`src/core/fplg_params.svh`:
```
// constants for the flash page lock guard
`ifndef FPLG_PARAMS_SVH
`define FPLG_PARAMS_SVH
`define FPLG_ADDR_W 15
`define FPLG_PAGE_SHIFT 9
`define FPLG_PAGE_BYTES 16'h0200
`define FPLG_PAGE0_BASE 15'h0000
`define FPLG_LOCK_ADDR 15'h7BFF
`define FPLG_RSVD_BASE 15'h7C00
`define FPLG_KEY_FIRST 8'hA5
`define FPLG_KEY_SECOND 8'hF1
`define FPLG_LOCK_RESET 8'hFF
`define FPLG_PSC_WE_BIT 0
`define FPLG_PSC_EE_BIT 1
`endif

```
`src/core/fplg_pkg.sv`:
```
// types for the flash page lock guard
`include "fplg_params.svh"
package fplg_pkg;
    typedef enum logic [2:0] {
        FPLG_SRC_DEBUG = 3'h1,
        FPLG_SRC_FW_UNLOCKED = 3'h2,
        FPLG_SRC_FW_LOCKED = 3'h4
    } fplg_src_t;
    typedef enum logic [1:0] {
        FPLG_OP_READ = 2'h0,
        FPLG_OP_WRITE = 2'h1,
        FPLG_OP_ERASE = 2'h2,
        FPLG_OP_DEV_ERASE = 2'h3
    } fplg_op_t;
    typedef enum logic [2:0] {
        FPLG_OUT_ALLOW = 3'h1,
        FPLG_OUT_IGNORE = 3'h2,
        FPLG_OUT_RESET = 3'h4
    } fplg_verdict_t;
    typedef struct packed {
        logic valid;
        logic [`FPLG_ADDR_W-1:0] addr;
        logic [7:0] data;
        logic code_space;
        logic fw;
        logic [`FPLG_ADDR_W-1:0] pc;
    } fplg_req_t;
    typedef struct packed {
        logic valid;
        fplg_op_t op;
        logic [`FPLG_ADDR_W-1:0] addr;
        logic [7:0] data;
    } fplg_flash_cmd_t;
    typedef enum logic [2:0] {
        FPLG_KEY_IDLE = 3'h1,
        FPLG_KEY_HALF = 3'h2,
        FPLG_KEY_OPEN = 3'h4
    } fplg_key_state_t;
endpackage : fplg_pkg

```
`src/core/fplg_classify.sv`:
```
// per-request permission decision
`timescale 1ns/1ps
`default_nettype none
`include "fplg_params.svh"
module fplg_classify
    import fplg_pkg::*;
(
    input wire fplg_src_t src,
    input wire fplg_op_t op,
    input wire logic [`FPLG_ADDR_W-1:0] addr,
    input wire logic [7:0] wdata,
    input wire logic [7:0] lock_byte,
    output fplg_verdict_t verdict
);
    localparam int PW = `FPLG_ADDR_W - `FPLG_PAGE_SHIFT;
    logic [PW-1:0] page;
    logic [PW-1:0] lock_page;
    logic [7:0] nlocked;
    logic any_locked;
    logic in_lock_page;
    logic in_rsvd;
    logic page_locked;
    logic is_lock_byte;
    logic refuse;
    logic fw_any_reset;
    always_comb begin
        page = addr[`FPLG_ADDR_W-1:`FPLG_PAGE_SHIFT];
        lock_page = PW'(`FPLG_LOCK_ADDR >> `FPLG_PAGE_SHIFT);
        nlocked = ~lock_byte;
        // lock page follows any zero bit
        any_locked = (lock_byte != `FPLG_LOCK_RESET);
        in_lock_page = (page == lock_page);
        in_rsvd = (addr >= `FPLG_RSVD_BASE);
        page_locked = ({{(8-PW){1'b0}}, page} < nlocked);
        is_lock_byte = (addr == `FPLG_LOCK_ADDR);
        refuse = 1'b0;
        fw_any_reset = 1'b0;
        if (op == FPLG_OP_DEV_ERASE) begin
            fw_any_reset = 1'b1;
        end else if (in_rsvd) begin
            fw_any_reset = 1'b1;
        end else if (in_lock_page && op == FPLG_OP_ERASE) begin
            // lock page erase; refuses debug if locked
            fw_any_reset = 1'b1;
            refuse = any_locked;
        end else if (is_lock_byte && op == FPLG_OP_WRITE && wdata != lock_byte) begin
            // lock byte bits are frozen; any write that changes them is refused
            fw_any_reset = 1'b1;
        end else if (in_lock_page) begin
            refuse = any_locked;
        end else begin
            refuse = page_locked;
        end
        if (src == FPLG_SRC_DEBUG) begin
            verdict = (refuse || (fw_any_reset && op != FPLG_OP_ERASE
                && op != FPLG_OP_DEV_ERASE) || (in_rsvd)) ? FPLG_OUT_IGNORE : FPLG_OUT_ALLOW;
        end else if (fw_any_reset) begin
            verdict = FPLG_OUT_RESET;
        end else if (refuse) begin
            verdict = (src == FPLG_SRC_FW_LOCKED) ? FPLG_OUT_ALLOW : FPLG_OUT_RESET;
        end else begin
            verdict = FPLG_OUT_ALLOW;
        end
    end
endmodule : fplg_classify
`default_nettype wire

```
`src/core/fplg_guard.sv`:
```
// flash page lock guard: routes and polices every flash request
// How it works
// - data-space reads go to expansion RAM
// - write needs write enable; erase both
// - inverted lock byte counts locked pages
// - lock page locked when any bit zero
// - unlocked pages open to every source
// - locked pages: debug refused, unlocked firmware resets
// - lock page access follows lock state
// - lock byte read follows same pattern
// - unlocked lock page erase: debug only
// - locked: only debug device erase clears
// - lock byte bit changes by write always forbidden
// - reserved area forbidden to everyone
// - firmware violation resets, sets error flag
// - debug violations dropped without reset
// - lock byte fixed except device erase
// - new lock byte effective after reset
// - interrupts held during flash operation
// - key pair arms one modification
// - erase write clears whole page
`timescale 1ns/1ps
`default_nettype none
`include "fplg_params.svh"
module fplg_guard
    import fplg_pkg::*;
(
    input wire logic clk,
    input wire logic rst,
    input wire logic power_on_reset,
    input wire logic [7:0] lock_byte_stored,
    input wire logic program_store_write_enable,
    input wire logic page_erase_enable,
    input wire logic flash_key_wr,
    input wire logic [7:0] flash_key_data,
    input wire fplg_req_t cpu_req,
    input wire logic cpu_req_write,
    input wire logic debug_req_valid,
    input wire fplg_op_t debug_req_op,
    input wire logic [`FPLG_ADDR_W-1:0] debug_req_addr,
    input wire logic [7:0] debug_req_data,
    input wire logic flash_busy,
    input wire logic irq_pending,
    output fplg_flash_cmd_t flash_cmd,
    output logic xram_read,
    output logic [`FPLG_ADDR_W-1:0] xram_addr,
    output logic debug_dropped,
    output logic flash_error_reset,
    output logic flash_error_flag,
    output logic irq_hold,
    output logic [7:0] lock_byte_active
);
    typedef struct packed {
        fplg_flash_cmd_t cmd;
        logic xrd;
        logic [`FPLG_ADDR_W-1:0] xaddr;
        logic dropped;
        logic err_rst;
        logic hold;
        logic [7:0] lock;
        logic lock_loaded;
    } fplg_state_t;
    fplg_state_t q;
    fplg_state_t next_q;
    fplg_src_t fw_src;
    fplg_op_t fw_op;
    fplg_verdict_t fw_verdict;
    fplg_verdict_t dbg_verdict;
    logic fw_flash_mod;
    logic fw_flash_read;
    logic key_armed;
    logic key_dead;
    logic [7:0] lock_eff;
    // own register: it is reset by power-on only, not by rst
    logic err_flag;
    logic next_err_flag;
    localparam int PW = `FPLG_ADDR_W - `FPLG_PAGE_SHIFT;
    always_comb begin
        // lock register resets to all ones, so it is in force as is
        lock_eff = q.lock;
        fw_src = ({{(8-PW){1'b0}}, cpu_req.pc[`FPLG_ADDR_W-1:`FPLG_PAGE_SHIFT]} < ~lock_eff
            || (lock_eff != `FPLG_LOCK_RESET
            && cpu_req.pc[`FPLG_ADDR_W-1:`FPLG_PAGE_SHIFT]
            == PW'(`FPLG_LOCK_ADDR >> `FPLG_PAGE_SHIFT)))
            ? FPLG_SRC_FW_LOCKED : FPLG_SRC_FW_UNLOCKED;
        // write targets flash only with write enable
        fw_flash_mod = cpu_req.valid && cpu_req.fw && cpu_req_write && !cpu_req.code_space
            && program_store_write_enable;
        fw_flash_read = cpu_req.valid && cpu_req.fw && !cpu_req_write && cpu_req.code_space;
        // erase enable turns a write into page erase
        fw_op = !fw_flash_mod ? FPLG_OP_READ
            : (page_erase_enable ? FPLG_OP_ERASE : FPLG_OP_WRITE);
    end
    fplg_classify u_fw_cls (
        .src(fw_src),
        .op(fw_op),
        .addr(cpu_req.addr),
        .wdata(cpu_req.data),
        .lock_byte(lock_eff),
        .verdict(fw_verdict)
    );
    fplg_classify u_dbg_cls (
        .src(FPLG_SRC_DEBUG),
        .op(debug_req_op),
        .addr(debug_req_addr),
        .wdata(debug_req_data),
        .lock_byte(lock_eff),
        .verdict(dbg_verdict)
    );
    fplg_key_lock u_key (
        .clk(clk),
        .rst(rst),
        .key_wr(flash_key_wr),
        .key_data(flash_key_data),
        .fw_mod(fw_flash_mod),
        .armed(key_armed),
        .dead(key_dead)
    );
    always_comb begin
        next_q = q;
        next_q.cmd = '0;
        next_q.xrd = 1'b0;
        next_q.dropped = 1'b0;
        next_q.err_rst = 1'b0;
        // lock sampled once after reset release only
        if (!q.lock_loaded) begin
            next_q.lock = lock_byte_stored;
            next_q.lock_loaded = 1'b1;
        end
        // data-space reads always go to xram
        if (cpu_req.valid && cpu_req.fw && !cpu_req_write && !cpu_req.code_space) begin
            next_q.xrd = 1'b1;
            next_q.xaddr = cpu_req.addr;
        end
        // verdict decided before any command issues
        if (fw_flash_mod || fw_flash_read) begin
            if (fw_verdict == FPLG_OUT_RESET) begin
                next_q.err_rst = 1'b1;
            end else if (fw_flash_mod && !key_armed) begin
                next_q.cmd = '0;
            end else begin
                next_q.cmd = '{valid: 1'b1, op: fw_op, addr: cpu_req.addr, data: cpu_req.data};
            end
        end else if (debug_req_valid) begin
            if (dbg_verdict == FPLG_OUT_ALLOW) begin
                next_q.cmd = '{valid: 1'b1, op: debug_req_op, addr: debug_req_addr,
                    data: debug_req_data};
            end else begin
                next_q.dropped = 1'b1;
            end
        end
        // flag survives the reset it causes
        next_err_flag = err_flag;
        if (q.err_rst) begin
            next_err_flag = 1'b1;
        end else if (power_on_reset) begin
            next_err_flag = 1'b0;
        end
        // interrupts held while array is busy
        next_q.hold = flash_busy || next_q.cmd.valid;
    end
    always_ff @(posedge clk or posedge rst) begin
        if (rst) begin
            q.cmd <= '0;
            q.xrd <= 1'b0;
            q.xaddr <= '0;
            q.dropped <= 1'b0;
            q.err_rst <= 1'b0;
            q.hold <= 1'b0;
            q.lock <= `FPLG_LOCK_RESET;
            q.lock_loaded <= 1'b0;
        end else begin
            q.cmd <= next_q.cmd;
            q.xrd <= next_q.xrd;
            q.xaddr <= next_q.xaddr;
            q.dropped <= next_q.dropped;
            q.err_rst <= next_q.err_rst;
            q.hold <= next_q.hold;
            q.lock <= next_q.lock;
            q.lock_loaded <= next_q.lock_loaded;
        end
    end
    // error flag lives through system reset; only power-on clears it
    always_ff @(posedge clk or posedge power_on_reset) begin
        if (power_on_reset) begin
            err_flag <= 1'b0;
        end else begin
            err_flag <= next_err_flag;
        end
    end
    assign flash_cmd = q.cmd;
    assign xram_read = q.xrd;
    assign xram_addr = q.xaddr;
    assign debug_dropped = q.dropped;
    assign flash_error_reset = q.err_rst;
    assign flash_error_flag = err_flag;
    assign irq_hold = q.hold;
    assign lock_byte_active = q.lock;
    // a_dbg_no_reset
    a_dbg_no_reset: assert property (@(posedge clk) disable iff (rst)
        (debug_req_valid && !fw_flash_mod && !fw_flash_read) |=> !flash_error_reset)
        else $error("debug request caused reset");
    // a_fw_bad_resets
    a_fw_bad_resets: assert property (@(posedge clk) disable iff (rst)
        ((fw_flash_mod || fw_flash_read) && fw_verdict == FPLG_OUT_RESET)
        |=> flash_error_reset ##1 flash_error_flag)
        else $error("firmware violation without reset and flag");
    // a_no_cmd_on_reset
    a_no_cmd_on_reset: assert property (@(posedge clk) disable iff (rst)
        flash_error_reset |-> !flash_cmd.valid)
        else $error("flash command issued with reset");
    // a_data_read_xram
    a_data_read_xram: assert property (@(posedge clk) disable iff (rst)
        (cpu_req.valid && cpu_req.fw && !cpu_req_write && !cpu_req.code_space)
        |=> xram_read && !flash_cmd.valid)
        else $error("data-space read reached flash");
    // a_we_needed
    a_we_needed: assert property (@(posedge clk) disable iff (rst)
        (!program_store_write_enable && !debug_req_valid) |=>
        !(flash_cmd.valid && flash_cmd.op != FPLG_OP_READ))
        else $error("flash modified without write enable");
    // a_lock_stable
    a_lock_stable: assert property (@(posedge clk) disable iff (rst)
        $past(q.lock_loaded) |-> $stable(lock_byte_active))
        else $error("lock changed without reset");
    // a_dbg_refused
    a_dbg_refused: assert property (@(posedge clk) disable iff (rst)
        (debug_req_valid && !fw_flash_mod && !fw_flash_read
        && dbg_verdict != FPLG_OUT_ALLOW) |=> debug_dropped && !flash_cmd.valid)
        else $error("refused debug access went through");
    // a_unarmed_blocked
    a_unarmed_blocked: assert property (@(posedge clk) disable iff (rst)
        (fw_flash_mod && !key_armed) |=> !flash_cmd.valid)
        else $error("unarmed write reached flash");
endmodule : fplg_guard
`default_nettype wire

```
`src/core/fplg_key_lock.sv`:
```
// key sequence that arms one firmware flash modification
`timescale 1ns/1ps
`default_nettype none
`include "fplg_params.svh"
module fplg_key_lock
    import fplg_pkg::*;
(
    input wire logic clk,
    input wire logic rst,
    input wire logic key_wr,
    input wire logic [7:0] key_data,
    input wire logic fw_mod,
    output logic armed,
    output logic dead
);
    typedef struct packed {
        fplg_key_state_t st;
        logic dead;
    } fplg_key_reg_t;
    fplg_key_reg_t q;
    fplg_key_reg_t next_q;
    always_comb begin
        next_q = q;
        if (key_wr && !q.dead) begin
            if (q.st == FPLG_KEY_IDLE && key_data == `FPLG_KEY_FIRST) begin
                next_q.st = FPLG_KEY_HALF;
            end else if (q.st == FPLG_KEY_HALF && key_data == `FPLG_KEY_SECOND) begin
                next_q.st = FPLG_KEY_OPEN;
            end else begin
                next_q.dead = 1'b1;
                next_q.st = FPLG_KEY_IDLE;
            end
        end
        // a modification consumes the key; unarmed attempt kills until reset
        if (fw_mod) begin
            if (q.st != FPLG_KEY_OPEN) begin
                next_q.dead = 1'b1;
            end
            next_q.st = FPLG_KEY_IDLE;
        end
    end
    always_ff @(posedge clk or posedge rst) begin
        if (rst) begin
            q <= '{st: FPLG_KEY_IDLE, dead: 1'b0};
        end else begin
            q <= next_q;
        end
    end
    assign armed = (q.st == FPLG_KEY_OPEN) && !q.dead;
    assign dead = q.dead;
    // a_key_wrong_kills
    a_key_wrong_kills: assert property (@(posedge clk) disable iff (rst)
        (key_wr && q.st == FPLG_KEY_IDLE && key_data != `FPLG_KEY_FIRST) |=> dead)
        else $error("wrong first key did not lock flash");
    // a_key_pair_arms
    a_key_pair_arms: assert property (@(posedge clk) disable iff (rst)
        (key_wr && q.st == FPLG_KEY_HALF && key_data == `FPLG_KEY_SECOND && !dead && !fw_mod)
        |=> armed)
        else $error("correct key pair did not arm");
endmodule : fplg_key_lock
`default_nettype wire

```
`config.mk`:
```
export PLATFORM = sky130hd
export DESIGN_NAME = fplg_guard
export DESIGN_NICKNAME = d
export VERILOG_FILES = /design/src/core/fplg_pkg.sv /design/src/core/fplg_classify.sv /design/src/core/fplg_guard.sv /design/src/core/fplg_key_lock.sv
export VERILOG_INCLUDE_DIRS = /design/src /design/src/core
export SDC_FILE = /design/constraint.sdc
export NUM_CORES = 1
export LEC_CHECK = 0
export BUFFER_PORTS_ARGS = -buffer_cell sky130_fd_sc_hd__buf_4
export CAP_MARGIN = 10
export CORE_MARGIN = 4
export CORE_UTILIZATION = 40
export DETAILED_ROUTE_END_ITERATION = 8
export PLACE_DENSITY = 0.79
export SLEW_MARGIN = 0
export SYNTH_ARGS = -nofsm -noshare
export SYNTH_HDL_FRONTEND = slang
export SYNTH_SLANG_ARGS = --single-unit
```
`constraint.sdc`:
```
create_clock -name clk -period 2.36 [get_ports clk]
set_clock_uncertainty 0.2 [all_clocks]
set_input_delay 0.472 -clock clk [delete_from_list [all_inputs] [get_ports clk]]
set_output_delay 0.472 -clock clk [all_outputs]
set_load 0.01 [all_outputs]
```
==> results of run 1 <==
-- metrics by stage --
step | hold slack [ns] | instance area [sq um]
after floorplan | 0.00907 | 3350
after global placement | 0.125 | 4390
after detailed placement | 0.129 | 4390
after CTS | 0.130 | 4630
after global routing | 0.127 | 4800
final | 0.139 | 4800
-- layer usage --
layer | up-vias | GRT usage
met5 | - | 0
met3 | 30 | 0.0540
met2 | 128 | 0.316
met1 | 1343 | 0.211
li1 | 1295 | -
met4 | 0 | 0.0756
-- layout make-up --
| cell class | instances | share of cell area |
|---|---|---|
| timing repair buffer | 182 | 0.307 |
| clock inverter | 4 | 0.00521 |
| inverter | 7 | 0.00547 |
| multi-input combinational | 171 | 0.314 |
| clock buffer | 12 | 0.0323 |
| tap | 105 | 0.0273 |
| sequential | 59 | 0.310 |
-- cells in the mapped netlist, drive strengths merged --
| master | instances | area [sq um] |
|---|---|---|
| a2111oi | 1 | 27.5 |
| a211o | 3 | 26.3 |
| a21o | 3 | 22.5 |
| a21oi | 7 | 38.8 |
| a22o | 24 | 210 |
| a22oi | 1 | 7.51 |
| a31oi | 1 | 6.26 |
| a32o | 2 | 20.0 |
| and4 | 1 | 8.76 |
| buf | 55 | 417 |
| clkbuf | 1 | 3.75 |
| conb | 1 | 3.75 |
| dfrtp | 50 | 1250 |
| dfstp | 9 | 236 |
| ha | 15 | 188 |
| inv | 7 | 26.3 |
| mux2 | 23 | 259 |
| mux2i | 1 | 10.0 |
| nand2 | 14 | 60.1 |
| nand2b | 1 | 6.26 |
| nand3 | 3 | 15.0 |
| nand3b | 1 | 7.51 |
| nand4 | 11 | 68.8 |
| nand4b | 2 | 17.5 |
| nor2 | 10 | 37.5 |
| nor2b | 1 | 6.26 |
| nor3 | 8 | 40.0 |
| nor4 | 5 | 31.3 |
| nor4b | 3 | 47.5 |
| o211ai | 3 | 27.5 |
| o21a | 1 | 7.51 |
| o21ai | 4 | 20.0 |
| o22ai | 1 | 12.5 |
| o32ai | 1 | 8.76 |
| o41ai | 1 | 8.76 |
| or2 | 1 | 6.26 |
| or3 | 1 | 6.26 |
| xnor2 | 8 | 70.1 |
| xor2 | 8 | 70.1 |
-- state kept, by name, indices dropped and copies added (netlist names) --
name,flops
flash_cmd,26
xram_addr,15
lock_byte_active,8
u_key.q,3
debug_dropped,1
flash_error_flag,1
flash_error_reset,1
irq_hold,1
q,1
u_key.dead,1
xram_read,1
-- cell usage in the layout, fill, tap and decap left out, types with 4 or more instances in the layout --
cell type  netlist  routed
ha_1            15      12
dfrtp_1         50      50
clkbuf_8         0      11
nand4_1         11      11
buf_12           0       4
dfstp_2          9       9
xor2_1           8       8
nand2_1         13      13
nor2_1          10       9
nor3_1           8       7
inv_1            7       6
a21oi_1          6       4
buf_6            3       9
xnor2_1          8       8
mux2_2          14      14
buf_4           49     166
nor4_1           5       4
a22o_1          24      24
mux2_1           9       9
-- power groups by stage --
stage	combinational, mW	clock [mW]	sequential (mW)
after CTS	0.799	0.843	1.22
after detailed placement	0.781	0	1.24
final	0.855	0.823	1.23
after global routing	0.918	0.901	1.24
after global placement	0.759	0	1.24
after floorplan	0.476	0	1.23
-- kinds of logic (layout without fill, tap and decap cells) --
group,after synthesis,count (layout),share of synthesized area
xor gates and xnor gates,16,16,0.0420
and+or+nand+nor,62,62,0.108
AOI/OAI and AO/OA,53,53,0.133
other,1,1,0.00112
DFF,59,59,0.446
buffers and inverters,63,205,0.134
adders and majority gates,15,15,0.0562
muxes,24,24,0.0806
-- how the worst max path moves through the flow --
stage	start	to	slack, ns	depth (start not counted)
finish	lock_byte_active[2]$_DFFE_PP1N_	flash_cmd[14]$_DFF_PP0_	-0.20	10
global route	lock_byte_active[2]$_DFFE_PP1N_	irq_hold$_DFF_PP0_	-0.30	8
CTS	lock_byte_active[2]$_DFFE_PP1N_	flash_cmd[22]$_DFF_PP0_	-0.14	8
detailed placement	cpu_req[35]	irq_hold$_DFF_PP0_	-0.30	9
global placement	cpu_req[35]	irq_hold$_DFF_PP0_	-0.29	9
floorplan	lock_byte_active[2]$_DFFE_PP1N_	flash_cmd[10]$_DFF_PP0_	-0.002	8
-- repair_timing --
action                                 in CTS  in global routing
pin swaps                                   2                  6
buffers inserted                            1                  7
hold buffers                                2                  0
gates resized for setup                     4                 19
gates cloned                                0                  2
endpoints found under the hold margin      20                  0
setup endpoints to repair                  27                 27
==> flow_summary.toml, run 1 <==
[run_status]
status = "finished, violations left"
violations = "negative setup slack"

[place]
dp_slack_ns = -0.305
hpwl_um = 7380
portBuffers = 135
gp_congestion = 0.901
place_inst = 513

[pwr]
fin_total_pwr_mw = 2.90
p_switching_uw = 836
p_per_area_nw_per_um2 = 604
p_clk_frac = 0.283
cell_internal_pwr_mw = 2.07
ir_worst_vdd_uv = 326
p_leak_nw = 2.34
pwr-share-comb = 0.294
switching_share = 0.288
power_frac_seq = 0.422

[clock_network]
cts_buffers = 9
htree_levels = 3
path_clk_slew_ns = 0.07
cts.path.max_buffers = 2
cts_sinks = 59
cts_tree = "done"
cts-root-buf = "clkbuf_8"
clock_latency_ns = 0.33

[sta]
setup_viol = 27
tightestPinTransition_ns = 0.682
postLayoutSetupSlackWorst_ns = -0.200
min_period_over_period = 1.08
setup_tns_ns = -4.34
min_period_ns = 2.56
hold_viol_final = 0
slew-limit-headroom = 0.539
rsz0062_at_grt = "true"
maxSlewViolCount = 0
max_freq_mhz = 391

[setup_path]
rr_startpoint = "lock_byte_active[2]$_DFFE_PP1N_"
reg2regPathDepth = 10
crit_required_ns = 2.43
path_delay_family = "compound AO/OA/AOI/OAI gates"
path_cells = "buf_12, ha_4, a21oi_4, a21oi_2, a2111oi_4, nor4b_4, nor4b_4, buf_6, buf_6, a22o_1"
critPathLaunchType = "flip-flop"
rr_endpoint = "flash_cmd[14]$_DFF_PP0_"
crit_slowest_cell = "dfstp_2"
critPathKind = "reg -> reg"
ff2ff_setup_slack_ns = -0.20
crit_arrival_ns = 2.63
endpoint_kind = "flip-flop"
slowest_delay_ns = 0.60
path_buf_inv = 3
path_max_fanout = 7

[yosys]
synth_area_per_cell_sq_um = 11.4
synthCells = 293
ys_seq_area_frac = 0.446
syn_area_sq_um = 3340
yosys_warnings = 0
synth_cell_type_count = 48
ys_ff_latch = 59
synthesis.nets = 400

[final_layout]
nFillCells = 679
final_net_count = 537
synthToLayoutAreaGrowth_pct = 43.9
ff_latch_area_sq_um = 1490
drive_above_1_share = 0.545
fin_util = 0.588
instances_no_fill = 540
multiInputGateArea_sq_um = 1510
antenna_cells = 0

[floorplan]
die_y_um = 99.4
core_area_sq_um = 8180
io_pins = 146
rows = 33
die_x_um = 99.4
die-area_sq_um = 9870
start_util = 0.408

[global_routing]
grt_max_degree = 40
grt_pass1_vias = 2826
grt_use_total = 0.183
antenna_found_initial = 0
grt_pass1_wl_um = 14000
grt_remaining_overflow = 0

[detailed_routing]
drtPass1Iterations = 4
drtIter0Drc = 142
wl_met1_um = 3810
vias = 2796
vias_per_cell = 5.18
route.met2.wl_um = 4780
drc = 0
drt_wl_total_um = 9610
wl_per_cell_um = 17.8
ant_nets = 0
top_layer = "met4"
wl_met3_um = 656

[min_path]
hold_path.class = "in -> reg"
holdCritStartpoint = "flash_busy"
hold_path_depth = 2
min_to = "irq_hold$_DFF_PP0_"

[flow_run]
max-cap-violations = 0
Note: power is estimated with default switching activity, not from simulation.
==> run 2, diff against run 1 <==
HOLD_SLACK_MARGIN = 0.1   (was unset)
PLACE_DENSITY = 0.69   (was 0.79)
clock period = 3.22 ns   (was 2.36 ns; I/O delays follow)
==> flow_summary.toml, run 2 (synthesis gave the netlist of run 1 again) <==
[run_status]
status = "complete, no violations"

[detailed_routing]
ant_nets = 0
drc = 0
vias_per_cell = 5.21
drtPass1Iterations = 4
drtIter0Drc = 109
vias = 2628
wl_per_cell_um = 17.3
drt_wl_total_um = 8740

[setup_path]
path_max_fanout = 27
critPathLaunchType = "flip-flop"
startpoint = "lock_byte_active[2]$_DFFE_PP1N_"
ff2ff_setup_slack_ns = 0.21
crit_arrival_ns = 3.09
cp-endpoint = "flash_cmd[16]$_DFF_PP0_"
crit_required_ns = 3.30
endpoint_kind = "flip-flop"
reg2regPathDepth = 6
rr_endpoint = "flash_cmd[16]$_DFF_PP0_"
rr_startpoint = "lock_byte_active[2]$_DFFE_PP1N_"
critPathKind = "reg -> reg"

[global_routing]
grt_max_degree = 28
grt_pass1_vias = 2750
antenna_found_initial = 0
grt_remaining_overflow = 0
grt_pass1_wl_um = 13600
grt_use_total = 0.177

[flow_run]
max-cap-violations = 0

[clock_network]
htree_levels = 3
clock_latency_ns = 0.34
cts.path.max_buffers = 2
cts_tree = "done"
path_clk_slew_ns = 0.08
cts_buffers = 9
cts_sinks = 59
cts-root-buf = "clkbuf_8"
post_cts_resized = 0

[final_layout]
synthToLayoutAreaGrowth_pct = 30.8
design_area_sq_um = 4370
instances_no_fill = 504
multiInputGateArea_sq_um = 1410
final_common_cell = "buf_4"
antenna_cells = 0
ff_latch_area_sq_um = 1490
nFillCells = 751
largest_reg_flops = 26
mostFrequentLayoutCells = "buf_4, dfrtp_1, a22o_1"
final_net_count = 501
drive_above_1_share = 0.484

[sta]
min_period_over_period = 0.936
min_period_ns = 3.01
rsz0062_at_grt = "false"
maxSlewViolCount = 0
setup_tns_ns = 0
max_freq_mhz = 332
slew-limit-headroom = 0.244
tightestPinTransition_ns = 1.13
setup_viol = 0
hold_viol_final = 0

[place]
hpwl_um = 6960
portBuffers = 135
gp_congestion = 0.839
place_inst = 487
place_area_sq_um = 4160

[floorplan]
die-area_sq_um = 9870
io_pins = 146
die_y_um = 99.4
start_util = 0.408
core_area_sq_um = 8180
rows = 33
die_x_um = 99.4

[pwr]
p_leak_nw = 2.12
ir_worst_vdd_uv = 274
p_per_area_nw_per_um2 = 481
fin_total_pwr_mw = 2.10

[min_path]
hold_path.class = "in -> async"
[run 2: changes by cell type in the layout (fill, tap and decap cells not counted), moves of 2 or more]
cell	before	now
clkbuf_8	11	9
buf_12	4	1
nor4b_4	3	1
ha_4	3	0
clkinv_4	0	2
buf_6	9	0
buf_4	166	144
ha_1	12	15
a21oi_1	4	6
[run 2: metal layers]
layer	GRT usage	routed length (um)	vias up
li1	-	-	1219
met1	0.217	3510	1290
met2	0.300	4360	105
met3	0.0435	703	14
met4	0.0725	165	0
met5	0	0	-
[run 2: area by class of cell]
type	instances	share of cell area
Multi-Input combinational cell	171	0.323
Sequential cell	59	0.341
Clock inverter	7	0.0175
Timing Repair Buffer	146	0.255
Tap cell	105	0.0301
Inverter	7	0.00602
Clock buffer	9	0.0284
[run 2: per-stage QoR]
stage,hold slack [ns],setup WS [ns],util
after floorplan,0.181,0.592,-
final,0.128,0.207,0.534
after global placement,0.262,0.261,0.508
after global routing,0.153,0.0733,0.534
after CTS,0.130,0.216,0.534
after detailed placement,0.259,0.214,0.508
[run 2: worst max-delay path, cell delays in order, from the launching register on]
cell and delay, ns:
dfstp_2 0.68, nand4_1 0.12, nor3_1 0.42, a32o_1 0.27
nand4_1 0.12, o22ai_2 0.84, a22o_1 0.30
[run 2: how the worst min path moves through the flow]
| stage | start | endpoint | cells after the start |
|---|---|---|---|
| 2_1_floorplan | power_on_reset | flash_error_flag$_DFFE_PP0P_ | 1 |
| 3_3_place_gp | flash_error_reset$_DFF_PP0_ | flash_error_flag$_DFFE_PP0P_ | 1 |
| 3_5_place_dp | flash_error_reset$_DFF_PP0_ | flash_error_flag$_DFFE_PP0P_ | 1 |
| 4_1_cts | rst | flash_cmd[13]$_DFF_PP0_ | 2 |
| 5_1_grt | rst | xram_addr[0]$_DFFE_PP0P_ | 2 |
| 6_report | rst | xram_addr[1]$_DFFE_PP0P_ | 2 |
[run 2: report_power, final]
group          total [mW]  switching (mW)  internal (mW)
Sequential          0.897          0.0584          0.839
Clock               0.677           0.316          0.360
Combinational       0.524           0.236          0.288
Total                2.10           0.611           1.49
[run 2: repair_timing]
item | 4_1_cts | 5_1_grt
hold buffers | 1 | 0
hold endpoints to repair | 1 | 0
setup buffers | 0 | 0
==> run 3, diff against run 2 <==
PLACE_DENSITY = 0.72   (was 0.69)
clock period = 2.42 ns   (was 3.22 ns; I/O delays follow)
==> flow_summary.toml, run 3 (synthesis gave the netlist of run 1 again) <==
[floorplan]
rows = 33
die-area_sq_um = 9870
io_pins = 146
start_util = 0.408
die_y_um = 99.4
die_x_um = 99.4
core_area_sq_um = 8180

[global_routing]
antenna_found_initial = 0
grt_pass1_wl_um = 13900
grt_pass1_vias = 2858
grt_remaining_overflow = 0
grt_max_degree = 25
grt_use_total = 0.180

[clock_network]
clock_latency_ns = 0.33
cts_tree = "done"
cts_buffers = 9
path_clk_slew_ns = 0.08
htree_levels = 3
cts-root-buf = "clkbuf_8"
cts_sinks = 59
cts.path.max_buffers = 2

[final_layout]
design_area_sq_um = 4700
synthToLayoutAreaGrowth_pct = 40.7
final_common_cell = "buf_4"
drive_above_1_share = 0.535
final_net_count = 526
largest_reg_flops = 26
mostFrequentLayoutCells = "buf_4, dfrtp_1, a22o_1"
antenna_cells = 0
multiInputGateArea_sq_um = 1510
fin_util = 0.574
ff_latch_area_sq_um = 1490
nFillCells = 718

[detailed_routing]
drt_wl_total_um = 8930
ant_nets = 0
drtIter0Drc = 59
drc = 0
drtPass1Iterations = 4
wl_per_cell_um = 16.9
vias = 2611
vias_per_cell = 4.94

[setup_path]
path_buf_inv = 2
crit_top_cell = "nor4b_4"
path_delay_family = "simple AND/OR/NAND/NOR gates"
critPathKind = "reg -> reg"
crit_arrival_ns = 2.51
crit_slowest_cell = "dfstp_2"
endpoint_kind = "flip-flop"
crit_required_ns = 2.45
slowest_delay_ns = 0.56
path_cells = "ha_1, o21ai_1, nor4b_4, nor4_2, nor4b_4, nor4b_4, buf_4, buf_12, a22o_1"
critPathLaunchType = "flip-flop"
path_max_fanout = 9

[run_status]
status = "finished, violations left"
violations = "negative setup slack"

[sta]
postLayoutSetupSlackWorst_ns = -0.0594
setup_viol = 24
max_freq_mhz = 403
setup_tns_ns = -0.893
rsz0062_at_grt = "true"
min_period_over_period = 1.02
maxSlewViolCount = 0
min_period_ns = 2.48
hold_slack_ns = 0.155
hold_viol_final = 0

[place]
gp_congestion = 0.795
portBuffers = 135
hpwl_um = 7200
place_area_sq_um = 4320

[pwr]
ir_worst_vdd_uv = 274
p_per_area_nw_per_um2 = 627
p_leak_nw = 2.28

[flow_run]
max-cap-violations = 0

[min_path]
hold_path.class = "in -> reg"
## run 3: changes by cell type in the layout (fill, tap and decap cells not counted), sizes merged
cell / previous run / this run
dlygate4sd3: 1 / 2
clkinvlp: 2 / 1
bufinv: 1 / 2
buf: 145 / 169
## run 3: through the flow
stage	instances	setup slack, ns	power [mW]
6_report	529	-0.0594	2.95
5_1_grt	529	-0.169	3.09
4_1_cts	528	-0.0895	2.96
3_5_place_dp	507	-0.192	1.94
3_3_place_gp	507	-0.156	1.92
2_1_floorplan	293	0.0491	1.66
## run 3: layout make-up
class                   instances  share of cell area
clock buffers                   9              0.0264
clock inverters                 7              0.0195
inverters                       7             0.00560
multi-input cells             171               0.321
flip-flops and latches         59               0.317
well taps                     105              0.0280
repair buffers                171               0.283
## run 3: per-layer routing
metal / vias to the layer above / global-route usage / wire length, um
li1: 1274 / - / -
met1: 1246 / 0.212 / 3600
met2: 82 / 0.320 / 4700
met3: 9 / 0.0449 / 517
met4: 0 / 0.0578 / 108
met5: - / 0 / 0
## run 3: final timing paths
check,slack (ns),depth (start not counted),start,to
setup / recovery,-0.06,9,lock_byte_active[1]$_DFFE_PP1N_,flash_cmd[10]$_DFF_PP0_
hold / removal,0.15,2,flash_busy,irq_hold$_DFF_PP0_
setup reg to reg,-0.06,9,lock_byte_active[1]$_DFFE_PP1N_,flash_cmd[10]$_DFF_PP0_
hold reg to reg,0.29,1,flash_error_flag$_DFFE_PP0P_,flash_error_flag$_DFFE_PP0P_
max in group asynchronous,0.77,4,rst,u_key.q[1]$_DFFE_PP1P_
min in group asynchronous,0.36,3,power_on_reset,flash_error_flag$_DFFE_PP0P_
## run 3: timing repair
item                                   4_1_cts  5_1_grt
hold buffers                                 2        0
resized for setup                           10        5
buffers inserted                             4        1
pin swaps                                   10        8
setup endpoints to repair                   27       27
endpoints found under the hold margin       23        0
## run 3: power breakdown
group / switching, mW / internal, mW
Combinational: 0.341 / 0.438
Clock: 0.401 / 0.577
Sequential: 0.0722 / 1.12
Total: 0.814 / 2.13
